File: src/hdl/udc_defines.svh
// Constants of the DMA completion interrupt block: offsets, fields, reset values.
// Included by the package and by every design file that decodes registers.
`ifndef UDC_DEFINES_SVH
`define UDC_DEFINES_SVH

// Byte offsets of the registers on the APB window.
`define UDC_OFS_IRQ_ACK 12'h000
`define UDC_OFS_MASKED 12'h004
`define UDC_OFS_RAW 12'h008
`define UDC_OFS_EN_SET 12'h00C
`define UDC_OFS_EN_CLR 12'h010
`define UDC_OFS_RX_CTRL 12'h014
`define UDC_OFS_EVT_STAT 12'h018
`define UDC_OFS_EVT_MASK 12'h01C

// Field layout.
`define UDC_ADDR_W 12
`define UDC_DATA_W 32
`define UDC_CHANNELS 4
`define UDC_VEC_W 8
`define UDC_RX_ON_BIT 0
`define UDC_EVT_ACK_BIT 4
`define UDC_EVT_ERR_BIT 5
`define UDC_EVT_W 6

// Reset values and the acknowledging vector.
`define UDC_RST_CHAN 4'h0
`define UDC_RST_VEC 8'h00
`define UDC_RST_EVT 6'h00
`define UDC_ACK_VECTOR 8'h00

`endif

File: src/hdl/udc_pkg.sv
// Types shared by the DMA completion interrupt block.
// Assumes udc_defines.svh is on the include path.
`include "udc_defines.svh"

package udc_pkg;
  typedef logic [`UDC_CHANNELS-1:0] udc_chan_t;
  typedef logic [`UDC_ADDR_W-1:0] udc_addr_t;
  typedef logic [`UDC_DATA_W-1:0] udc_word_t;
  typedef logic [`UDC_EVT_W-1:0] udc_evt_t;
  // DMA interrupt line states, Gray coded along idle, raised, gap.
  typedef enum logic [1:0] {
    UDC_IDLE = 2'b00,
    UDC_RAISED = 2'b01,
    UDC_GAP = 2'b11
  } udc_state_e;
endpackage

File: src/hdl/udc_reg_if.sv
// Register access strobes passed from the APB slave to the register core.
// Assumes both ends run on the same pclk.
`timescale 1ns/100ps
`default_nettype none

interface udc_reg_if;
  logic setup;
  logic commit;
  logic write;
  udc_pkg::udc_addr_t addr;
  udc_pkg::udc_word_t wdata;
  udc_pkg::udc_word_t rdata;
  logic hit;
  // The bus end decodes phases; the core end answers with data and a hit.
  modport bus (output setup, commit, write, addr, wdata, input rdata, hit);
  modport core (input setup, commit, write, addr, wdata, output rdata, hit);
endinterface

`default_nettype wire

File: src/hdl/udc_apb_slave.sv
// APB slave front end with one wait-free access cycle and registered answers.
// Assumes an APB master that holds the request until pready is sampled high.
`timescale 1ns/100ps
`default_nettype none

module udc_apb_slave (
  input wire logic pclk,
  input wire logic presetn,
  input wire logic psel,
  input wire logic penable,
  input wire logic pwrite,
  input wire udc_pkg::udc_addr_t paddr,
  input wire udc_pkg::udc_word_t pwdata,
  output udc_pkg::udc_word_t prdata,
  output logic pready,
  output logic pslverr,
  udc_reg_if.bus rif
);
  import udc_pkg::*;

  udc_word_t prdata_reg;
  logic pready_reg;
  logic pslverr_reg;

  // The setup cycle is sampled here; the answer is ready in the first access cycle.
  assign rif.setup = psel & ~penable;
  assign rif.commit = psel & penable & pready_reg;
  assign rif.write = pwrite;
  assign rif.addr = paddr;
  assign rif.wdata = pwdata;

  // Read data is captured at the setup edge so that the answer leaves a flop.
  always_ff @(posedge pclk or negedge presetn) begin
    if (!presetn) begin
      prdata_reg <= 32'h00000000;
      pready_reg <= 1'b0;
      pslverr_reg <= 1'b0;
    end else begin
      pready_reg <= rif.setup;
      pslverr_reg <= rif.setup & ~rif.hit;
      if (rif.setup) begin
        prdata_reg <= (rif.write | ~rif.hit) ? 32'h00000000 : rif.rdata;
      end
    end
  end

  assign prdata = prdata_reg;
  assign pready = pready_reg;
  assign pslverr = pslverr_reg;
endmodule

`default_nettype wire

File: src/hdl/udc_irq_ctrl.sv
// DMA transmit completion interrupt controller with APB registers.
// Assumes completion and acknowledge strobes from the DMA engine on pclk.
//
// Notes on behaviour
// - Writing zero to the acknowledge vector ends service of the DMA interrupt.
// - Four raw completion flags, one per channel, set when a packet is sent.
// - Masked completion bits are raw flags ANDed with the enable bits.
// - Four enable bits gate the matching channel's completion flag.
// - A one written to the enable-clear register clears that enable bit.
// - Receive DMA control bit zero turns the receive DMA off or on.
// - A one written to the enable-set register sets that enable bit.
//
// The APB register port and the placing of the registers were chosen for this implementation.
`timescale 1ns/100ps
`default_nettype none
`include "udc_defines.svh"

module udc_irq_ctrl (
  input wire logic pclk,
  input wire logic presetn,
  input wire logic psel,
  input wire logic penable,
  input wire logic pwrite,
  input wire udc_pkg::udc_addr_t paddr,
  input wire udc_pkg::udc_word_t pwdata,
  output udc_pkg::udc_word_t prdata,
  output logic pready,
  output logic pslverr,
  input wire udc_pkg::udc_chan_t tx_done_evt,
  input wire udc_pkg::udc_chan_t tx_done_ack,
  output logic dma_irq,
  output logic rx_dma_on,
  output logic irq
);
  import udc_pkg::*;

  ////////////////////////////////////////////////////////////////////////////
  // Bus front end.

  udc_reg_if rif();

  udc_apb_slave u_apb (
    .pclk(pclk),
    .presetn(presetn),
    .psel(psel),
    .penable(penable),
    .pwrite(pwrite),
    .paddr(paddr),
    .pwdata(pwdata),
    .prdata(prdata),
    .pready(pready),
    .pslverr(pslverr),
    .rif(rif)
  );

  ////////////////////////////////////////////////////////////////////////////
  // Declarations.

  udc_chan_t raw_reg;
  udc_chan_t raw_next;
  udc_chan_t raw_keep;
  udc_chan_t enable_reg;
  udc_chan_t enable_next;
  udc_chan_t masked;
  udc_chan_t wdata_lo;
  logic [`UDC_VEC_W-1:0] vector_reg;
  logic rx_on_reg;
  udc_evt_t evt_reg;
  udc_evt_t evt_next;
  udc_evt_t evt_set;
  udc_evt_t evt_shot_reg;
  udc_evt_t evt_mask_reg;
  udc_state_e state_reg;
  udc_state_e state_next;
  logic dma_irq_reg;
  logic irq_reg;
  logic sel_ack, sel_msk, sel_raw, sel_set, sel_clr, sel_rx, sel_evt, sel_emask;
  logic wr_ack, wr_set, wr_clr, wr_rx, wr_emask, rd_evt;
  logic eoi_req;
  logic err_evt;
  logic any_masked;
  udc_word_t masked_word;

  ////////////////////////////////////////////////////////////////////////////
  // Address decode and write strobes.

  // Address is stable from setup through the access cycle, so one decode serves both.
  assign sel_ack = rif.addr == `UDC_OFS_IRQ_ACK;
  assign sel_msk = rif.addr == `UDC_OFS_MASKED;
  assign sel_raw = rif.addr == `UDC_OFS_RAW;
  assign sel_set = rif.addr == `UDC_OFS_EN_SET;
  assign sel_clr = rif.addr == `UDC_OFS_EN_CLR;
  assign sel_rx = rif.addr == `UDC_OFS_RX_CTRL;
  assign sel_evt = rif.addr == `UDC_OFS_EVT_STAT;
  assign sel_emask = rif.addr == `UDC_OFS_EVT_MASK;
  assign rif.hit = sel_ack | sel_msk | sel_raw | sel_set | sel_clr | sel_rx | sel_evt | sel_emask;

  // Writes take effect only on the completing access edge.
  assign wr_ack = rif.commit & rif.write & sel_ack;
  assign wr_set = rif.commit & rif.write & sel_set;
  assign wr_clr = rif.commit & rif.write & sel_clr;
  assign wr_rx = rif.commit & rif.write & sel_rx;
  assign wr_emask = rif.commit & rif.write & sel_emask;
  assign rd_evt = rif.commit & ~rif.write & sel_evt;
  assign err_evt = rif.commit & ~rif.hit;
  assign wdata_lo = rif.wdata[`UDC_CHANNELS-1:0];

  // Only a zero vector acknowledges; other values are stored but start nothing.
  assign eoi_req = wr_ack & (rif.wdata[`UDC_VEC_W-1:0] == `UDC_ACK_VECTOR);

  ////////////////////////////////////////////////////////////////////////////
  // Per-channel completion flags and enables.

  // A completion in the same cycle as its acknowledge keeps the flag set.
  genvar ch;
  generate
    for (ch = 0; ch < `UDC_CHANNELS; ch = ch + 1) begin : g_chan
      assign raw_keep[ch] = raw_reg[ch] & ~tx_done_ack[ch];
      assign raw_next[ch] = tx_done_evt[ch] | raw_keep[ch];
      assign enable_next[ch] = (wr_set & wdata_lo[ch]) ? 1'b1 :
                               (wr_clr & wdata_lo[ch]) ? 1'b0 :
                               enable_reg[ch];
      assign masked[ch] = raw_reg[ch] & enable_reg[ch];
    end
  endgenerate

  assign any_masked = |masked;
  assign masked_word = {{(`UDC_DATA_W-`UDC_CHANNELS){1'b0}}, masked};

  // Completion flags, enables and the stored acknowledge vector.
  always_ff @(posedge pclk or negedge presetn) begin
    if (!presetn) begin
      raw_reg <= `UDC_RST_CHAN;
      enable_reg <= `UDC_RST_CHAN;
      vector_reg <= `UDC_RST_VEC;
    end else begin
      raw_reg <= raw_next;
      enable_reg <= enable_next;
      if (wr_ack) begin
        vector_reg <= rif.wdata[`UDC_VEC_W-1:0];
      end
    end
  end

  // Receive DMA enable; software must have built its descriptors first.
  always_ff @(posedge pclk or negedge presetn) begin
    if (!presetn) begin
      rx_on_reg <= 1'b0;
    end else if (wr_rx) begin
      rx_on_reg <= rif.wdata[`UDC_RX_ON_BIT];
    end
  end

  ////////////////////////////////////////////////////////////////////////////
  // DMA interrupt line.

  // The gap state drops the line for one cycle after an acknowledge, so an edge
  // sensitive interrupt controller sees a fresh edge when work is still pending.
  always_comb begin
    state_next = state_reg;
    unique case (state_reg)
      UDC_IDLE: begin
        if (any_masked) state_next = UDC_RAISED;
      end
      UDC_RAISED: begin
        if (eoi_req) state_next = UDC_GAP;
        else if (!any_masked) state_next = UDC_IDLE;
      end
      UDC_GAP: begin
        state_next = any_masked ? UDC_RAISED : UDC_IDLE;
      end
      default: begin
        state_next = UDC_IDLE;
      end
    endcase
  end

  // The line leaves a flop; it lags the masked bits by one cycle.
  always_ff @(posedge pclk or negedge presetn) begin
    if (!presetn) begin
      state_reg <= UDC_IDLE;
      dma_irq_reg <= 1'b0;
    end else begin
      state_reg <= state_next;
      dma_irq_reg <= state_next == UDC_RAISED;
    end
  end

  ////////////////////////////////////////////////////////////////////////////
  // Event status, mask and summary interrupt.

  assign evt_set = {err_evt, eoi_req, tx_done_evt};
  // Only bits that were returned to software are cleared, and a new event wins.
  assign evt_next = evt_set | (evt_reg & ~(rd_evt ? evt_shot_reg : `UDC_RST_EVT));

  always_ff @(posedge pclk or negedge presetn) begin
    if (!presetn) begin
      evt_reg <= `UDC_RST_EVT;
      evt_shot_reg <= `UDC_RST_EVT;
      evt_mask_reg <= `UDC_RST_EVT;
      irq_reg <= 1'b0;
    end else begin
      evt_reg <= evt_next;
      if (rif.setup & sel_evt & ~rif.write) begin
        evt_shot_reg <= evt_reg;
      end
      if (wr_emask) begin
        evt_mask_reg <= rif.wdata[`UDC_EVT_W-1:0];
      end
      irq_reg <= |(evt_reg & evt_mask_reg);
    end
  end

  ////////////////////////////////////////////////////////////////////////////
  // Read data selection; write-only style registers read back the enables.

  assign rif.rdata = sel_ack ? {{(`UDC_DATA_W-`UDC_VEC_W){1'b0}}, vector_reg} :
                     sel_msk ? masked_word :
                     sel_raw ? {{(`UDC_DATA_W-`UDC_CHANNELS){1'b0}}, raw_reg} :
                     (sel_set | sel_clr) ? {{(`UDC_DATA_W-`UDC_CHANNELS){1'b0}}, enable_reg} :
                     sel_rx ? {{(`UDC_DATA_W-1){1'b0}}, rx_on_reg} :
                     sel_evt ? {{(`UDC_DATA_W-`UDC_EVT_W){1'b0}}, evt_reg} :
                     sel_emask ? {{(`UDC_DATA_W-`UDC_EVT_W){1'b0}}, evt_mask_reg} :
                     32'h00000000;

  assign dma_irq = dma_irq_reg;
  assign rx_dma_on = rx_on_reg;
  assign irq = irq_reg;
endmodule

`default_nettype wire

File: config.mk
export PLATFORM = sky130hd
export DESIGN_NAME = udc_irq_ctrl
export DESIGN_NICKNAME = d
export VERILOG_FILES = /design/src/hdl/udc_pkg.sv /design/src/hdl/udc_reg_if.sv /design/src/hdl/udc_apb_slave.sv /design/src/hdl/udc_irq_ctrl.sv
export VERILOG_INCLUDE_DIRS = /design/src /design/src/hdl
export SDC_FILE = /design/constraint.sdc
export NUM_CORES = 1
export LEC_CHECK = 0
export BUFFER_PORTS_ARGS = -buffer_cell sky130_fd_sc_hd__buf_4
export CAP_MARGIN = 15
export CELL_PAD_IN_SITES_DETAIL_PLACEMENT = 0
export CELL_PAD_IN_SITES_GLOBAL_PLACEMENT = 2
export CORE_MARGIN = 3
export CORE_UTILIZATION = 31
export CTS_BUF_LIST = sky130_fd_sc_hd__clkbuf_4 sky130_fd_sc_hd__clkbuf_8
export CTS_CLUSTER_SIZE = 25
export DETAILED_ROUTE_END_ITERATION = 8
export GPL_TIMING_DRIVEN = 1
export PLACE_DENSITY_LB_ADDON = 0.1
export SETUP_SLACK_MARGIN = 0.3
export SLEW_MARGIN = 20
export SYNTH_ARGS = -nofsm -noshare
export SYNTH_HDL_FRONTEND = slang
export SYNTH_SLANG_ARGS = --single-unit
export TNS_END_PERCENT = 5
File: constraint.sdc
create_clock -name pclk -period 2.3 [get_ports pclk]
set_input_delay 0.115 -clock pclk [delete_from_list [all_inputs] [get_ports pclk]]
set_output_delay 0.115 -clock pclk [all_outputs]
set_load 0.1 [all_outputs]
Yosys cells after proc, flatten, opt, wreduce, memory -nomap -nowiden. Cells that the tools add are included.

Register bits after elaboration: 73. Input port bits: 57. Output and inout bits: 37. Word-level logic and storage cells: 113.

Eq/ne operators: 10. Muxes and demuxes: 22. Bitwise operators: 56. Reduce and logical (&&, ||, !) cells: 9.

Operator list (count): 12-bit by 5-bit equality test with 1-bit output (second input constant) (4); 6-bit 2-to-1 mux (7); 1-bit AND (32); 12-bit by 4-bit equality test with 1-bit output (second input constant) (2); 8-bit 2-to-1 mux (2); 1-bit OR (13); 6-bit AND (2); 12-bit by 3-bit equality test with 1-bit output (second input constant) (1); 12-bit logical NOT (1); 1-bit 2-to-1 mux (9); 8-bit logical NOT (1); 2-bit nonzero test (4); 1-bit NOT (7); 2-bit 2-to-1 mux (3); 6-bit NOT (1); 6-bit OR (1); 2-bit one-hot mux with 3 select lines (1); 6-bit OR reduction (1); 2-bit by 1-bit equality test with 1-bit output (second input constant) (2); 4-bit OR reduction (1); 2-bit equality test (second input constant) (1); 2-bit logical NOT (1).

Depth between registers and ports, before layout.
Word-level depth: 11. Depth in mapped cells: 6. Mapped depth without buffers: 4.

Cells and area by module. From an unflattened synthesis, not the netlist that was laid out.

Cells, all modules: 304. Area, all modules: 3583.4 um^2.

Modules (own cells, without submodules): udc_irq_ctrl (times used 1, cells each 180, area each 2008.2 um^2, sequential area each 975.9 um^2); udc_apb_slave (times used 1, cells each 124, area each 1575.3 um^2, sequential area each 850.8 um^2).

Least setup slack after synthesis. OpenSTA, ideal clock, no wires.

Path kind: reg2reg. Start: register u_apb.pready_reg (netlist: u_apb.pready). End: register evt_mask_reg[0]. Library setup time: 125 ps. Arrival time: 2258 ps. Required time: 2175 ps. Setup slack: -83 ps. Stages on the path, launching flop included: 7. Path buffers: 2. Clock period less this slack: 2383 ps. Cells stage by stage: dfrtp_1 -> and3_1 -> clkbuf_1 -> and4_1 -> and3_1 -> buf_2 -> mux2_2.

Cells in the longest elaborated chain, start to end: 3.

Ends and longest elaborated chain: from (decl) (RTL line udc_apb_slave.sv:22) `logic pready_reg;`; from (signal assigned) (RTL line udc_apb_slave.sv:39) `pready_reg <= rif.setup;`; 1-bit AND (RTL line udc_apb_slave.sv:27) `assign rif.commit = psel & penable & pready_reg;`; 1-bit AND (2 in a row) (RTL line udc_irq_ctrl.sv:103) `assign wr_emask = rif.commit & rif.write & sel_emask;`; to (signal assigned) (RTL line udc_irq_ctrl.sv:200) `` evt_mask_reg <= `UDC_RST_EVT; ``; to (signal assigned) (RTL line udc_irq_ctrl.sv:208) `` evt_mask_reg <= rif.wdata[`UDC_EVT_W-1:0]; ``; to (decl) (RTL line udc_irq_ctrl.sv:72) `udc_evt_t evt_mask_reg;`.

No other way between the ends. A chain may end at the register's enable or synchronous reset.

Worst setup path after layout.
Start: register u_apb.pready_reg (netlist: u_apb.pready). End: register evt_mask_reg[1].

The elaborated chain is that of the path after synthesis.

==> flow_summary_export.csv <==
group,metric,value,unit
route,post-route-drc-count,0,
final_layout,nets,362,
global_routing,track_usage,15.4,%
die,die_x,97.6,um
synth,synth-xor-area-share,0,%
place,dp_slack,323,ps
worst_setup_path,timing.critical_path.required,2490,ps
min_path,min_path_cells,2,
route,antenna_left,0,
final_layout,drive_gt1_share,30.8,%
sta,hold_ws,54.2,ps
synth,synth-seq-cells,49,
job,cap_violations,0,
route,initialDrtViolationCount,142,
clock_network,numCtsBuffers,5,
worst_setup_path,end_kind,"flop",
sta,setup_viol,0,
synth,synthesis.area,0.00260,mm2
synth,synth_simple_gate_area_share,17.4,%
route,first_pass_iters,4,
die,floorplan.initialDensity,32.8,%
worst_setup_path,arrival,1940,ps
clock_network,cts_tree,"done",
synth,syn_avg_cell_area,10.6,um2
worst_setup_path,critical-path-max-stage-delay,420,ps
sta,slew_viol_final,0,
worst_setup_path,path_common_cell,"and3_1",
min_path,holdCritPathClass,"in2reg",
route,viasPerCell,5.14,
synth,ys_warn_count,0,
synth,synth_edf_count,0,
clock_network,clk_pin_slew,90,ps
sta,worst_pin_slew,645,ps
synth,synth_ff_type,"dfrtp_1",
synth,synth.most_common_cell,"dfrtp_1",
global_routing,grt_max_degree,50,
worst_setup_path,reg2regPathDepth,4,
sta,grt_setup_unrepaired,"no",
worst_setup_path,timing.critical_path.slowest_stage_cell,"and3_1",
synth,synth_area_leaders,"dfrtp_1, mux2_2, buf_4",
sta,maxSlewHeadroom,57.0,%
global_routing,grt_overflow,0,
worst_setup_path,critPathMaxFanout,6,
sta,setup_ws,554,ps
route,wl,7.28,mm
synth,syn_inst,246,
clock_network,cts-resized-gates,0,
sta,fin_skew,7.02,ps
die,die_h,97.6,um
clock_network,htree_levels,2,
synth,muxShareOfSynthArea,10.7,%
sta,hold_violations,0,
final_layout,antenna_cells,0,
pwr,irDropWorstVdd,0.244,mV
outcome,outcome,"completed",
sta,finalCritPeriodShare,75.9,%
clock_network,clock_tree.root_cell,"clkbuf_8",
place,gp_congestion,0.792,
sta,max_freq,573,MHz
synth,synth_area_leader_cell,"dfrtp_1",
worst_setup_path,crit_type,"reg2reg",
synth,synth_top_area_share,47.2,%
place,placed_area,0.00303,mm2
place,io_buffers,45,
die,core,0.00793,mm2
clock_network,post_cts_buffers,0,
clock_network,clock_sinks,49,
pwr,p_leak,1.50,nW
synth,ys_types,48,
route,wl_per_cell,17.9,um
place,dp_hpwl,5.39,mm
die,dieArea,0.00952,mm2
synth,synth-seq-area-share,47.2,%
sta,tns,0,ps
synth,synth-compound-area-share,14.1,%
worst_setup_path,start_kind,"flop",
pwr,p_per_area,550,mW/mm2
global_routing,grt_pass1_wl,11.4,mm
route,num_vias,2091,
final_layout,nFillCells,827,
clock_network,clock_latency,300,ps
global_routing,antenna_found_initial,0,
final_layout,area_delta_synth_final,21.7,%
worst_setup_path,path_cells,"and3_1 > and4_1 > and3_1 > mux2_2",
synth,synth_top_family_by_area,"simple AND/OR/NAND/NOR gates",
synth,async_reset_ff_share,100,%
die,rows,32,
sta,layout_min_cycle_time,1750,ps
synth,synth_common_cells,"dfrtp_1, buf_4, mux2_2",
die,ios,94,
clock_network,cts_max_path_buffers,2,
synth,synth_fa_ha_area_share,0,%
final_layout,final_area,0.00316,mm2
global_routing,grt_pass1_vias,2004,
## logic make-up after synthesis
logic type	Yosys count
AO/OA/AOI/OAI	51
multiplexers	24
AND/OR/NAND/NOR	73
buffers and inverters	48
flip-flops	49
other	1
## worst paths after layout
| kind | startpoint | endpoint | slack (ps) |
|---|---|---|---|
| worst max register to register | u_apb.pready$_DFF_PN0_ | evt_mask_reg[1]$_DFFE_PN0P_ | 550 |
| max in group asynchronous | presetn | u_apb.pready$_DFF_PN0_ | 1420 |
| min in group asynchronous | presetn | evt_reg[1]$_DFF_PN0_ | 370 |
| worst min register to register | vector_reg[4]$_DFFE_PN0P_ | u_apb.prdata[4]$_DFFE_PN0P_ | 480 |
| worst max-delay path | u_apb.pready$_DFF_PN0_ | evt_mask_reg[1]$_DFFE_PN0P_ | 550 |
| worst min-delay path | pwdata[6] | vector_reg[6]$_DFFE_PN0P_ | 50 |
## metrics by stage
step,power [mW],std cells,util (%)
2_1_floorplan,1.17,269,-
3_3_place_gp,1.24,395,38.2
3_5_place_dp,1.24,395,38.2
4_1_cts,1.77,407,39.9
5_1_grt,1.82,407,39.9
6_report,1.74,407,39.9
## routing by layer
metal  vias to the layer above  GRT usage [%]  wire length (um)  share of wire [%]
li1                        970              -                 -                  -
met1                      1035           22.6              3400                 47
met2                        81           23.6              3400                 47
met3                         5           2.73               426                5.9
met4                         0           3.51                61               0.84
met5                         -              0                 0                  0
## critical path, delay by kind of cell, from the launching register on
family,cells,cell delay (ps)
muxes,1,380
DFF,1,410
and+or+nand+nor,3,860
## power by group
part / switching, mW / total [mW] / internal, mW
registers: 0.00774 / 0.878 / 0.870
logic: 0.280 / 0.355 / 0.0748
clock network: 0.298 / 0.509 / 0.210
## final cells by class
type | count | area, um2 | area share, %
Sequential cell | 49 | 1230 | 38.9
Multi-Input combinational cell | 172 | 1190 | 37.5
Timing Repair Buffer | 62 | 478 | 15.1
Tap cell | 102 | 128 | 4.03
Clock buffer | 5 | 68.8 | 2.17
Inverter | 15 | 56.3 | 1.78
Clock inverter | 2 | 16.3 | 0.514
## placed cells by master, fill, tap and decap left out, types with 2 or more instances in the layout
master         count
buf_4             57
dfrtp_1           48
conb_1            24
mux2_2            20
inv_1             15
nand3_1           12
nand2_1           12
a21o_1            10
nor4_1             8
a22oi_1            7
o22ai_1            7
nor2_1             6
a22o_1             6
o21ai_0            5
clkbuf_8           5
dlygate4sd3_1      5
nand4_1            4
nand2b_1           4
or4_1              3
nor3_1             3
and2_1             3
nor2b_1            3
o31ai_1            3
and3_1             2
nor4_2             2
a31oi_1            2
mux2i_1            2
a211o_1            2
a211oi_1           2
o21ai_1            2
nor3_2             2
## what timing repair did
item	CTS	global route
hold buffers	5	0
endpoints found under the setup margin	0	0
endpoints found under the hold margin	57	0
Power figures use the tool's default switching activity.
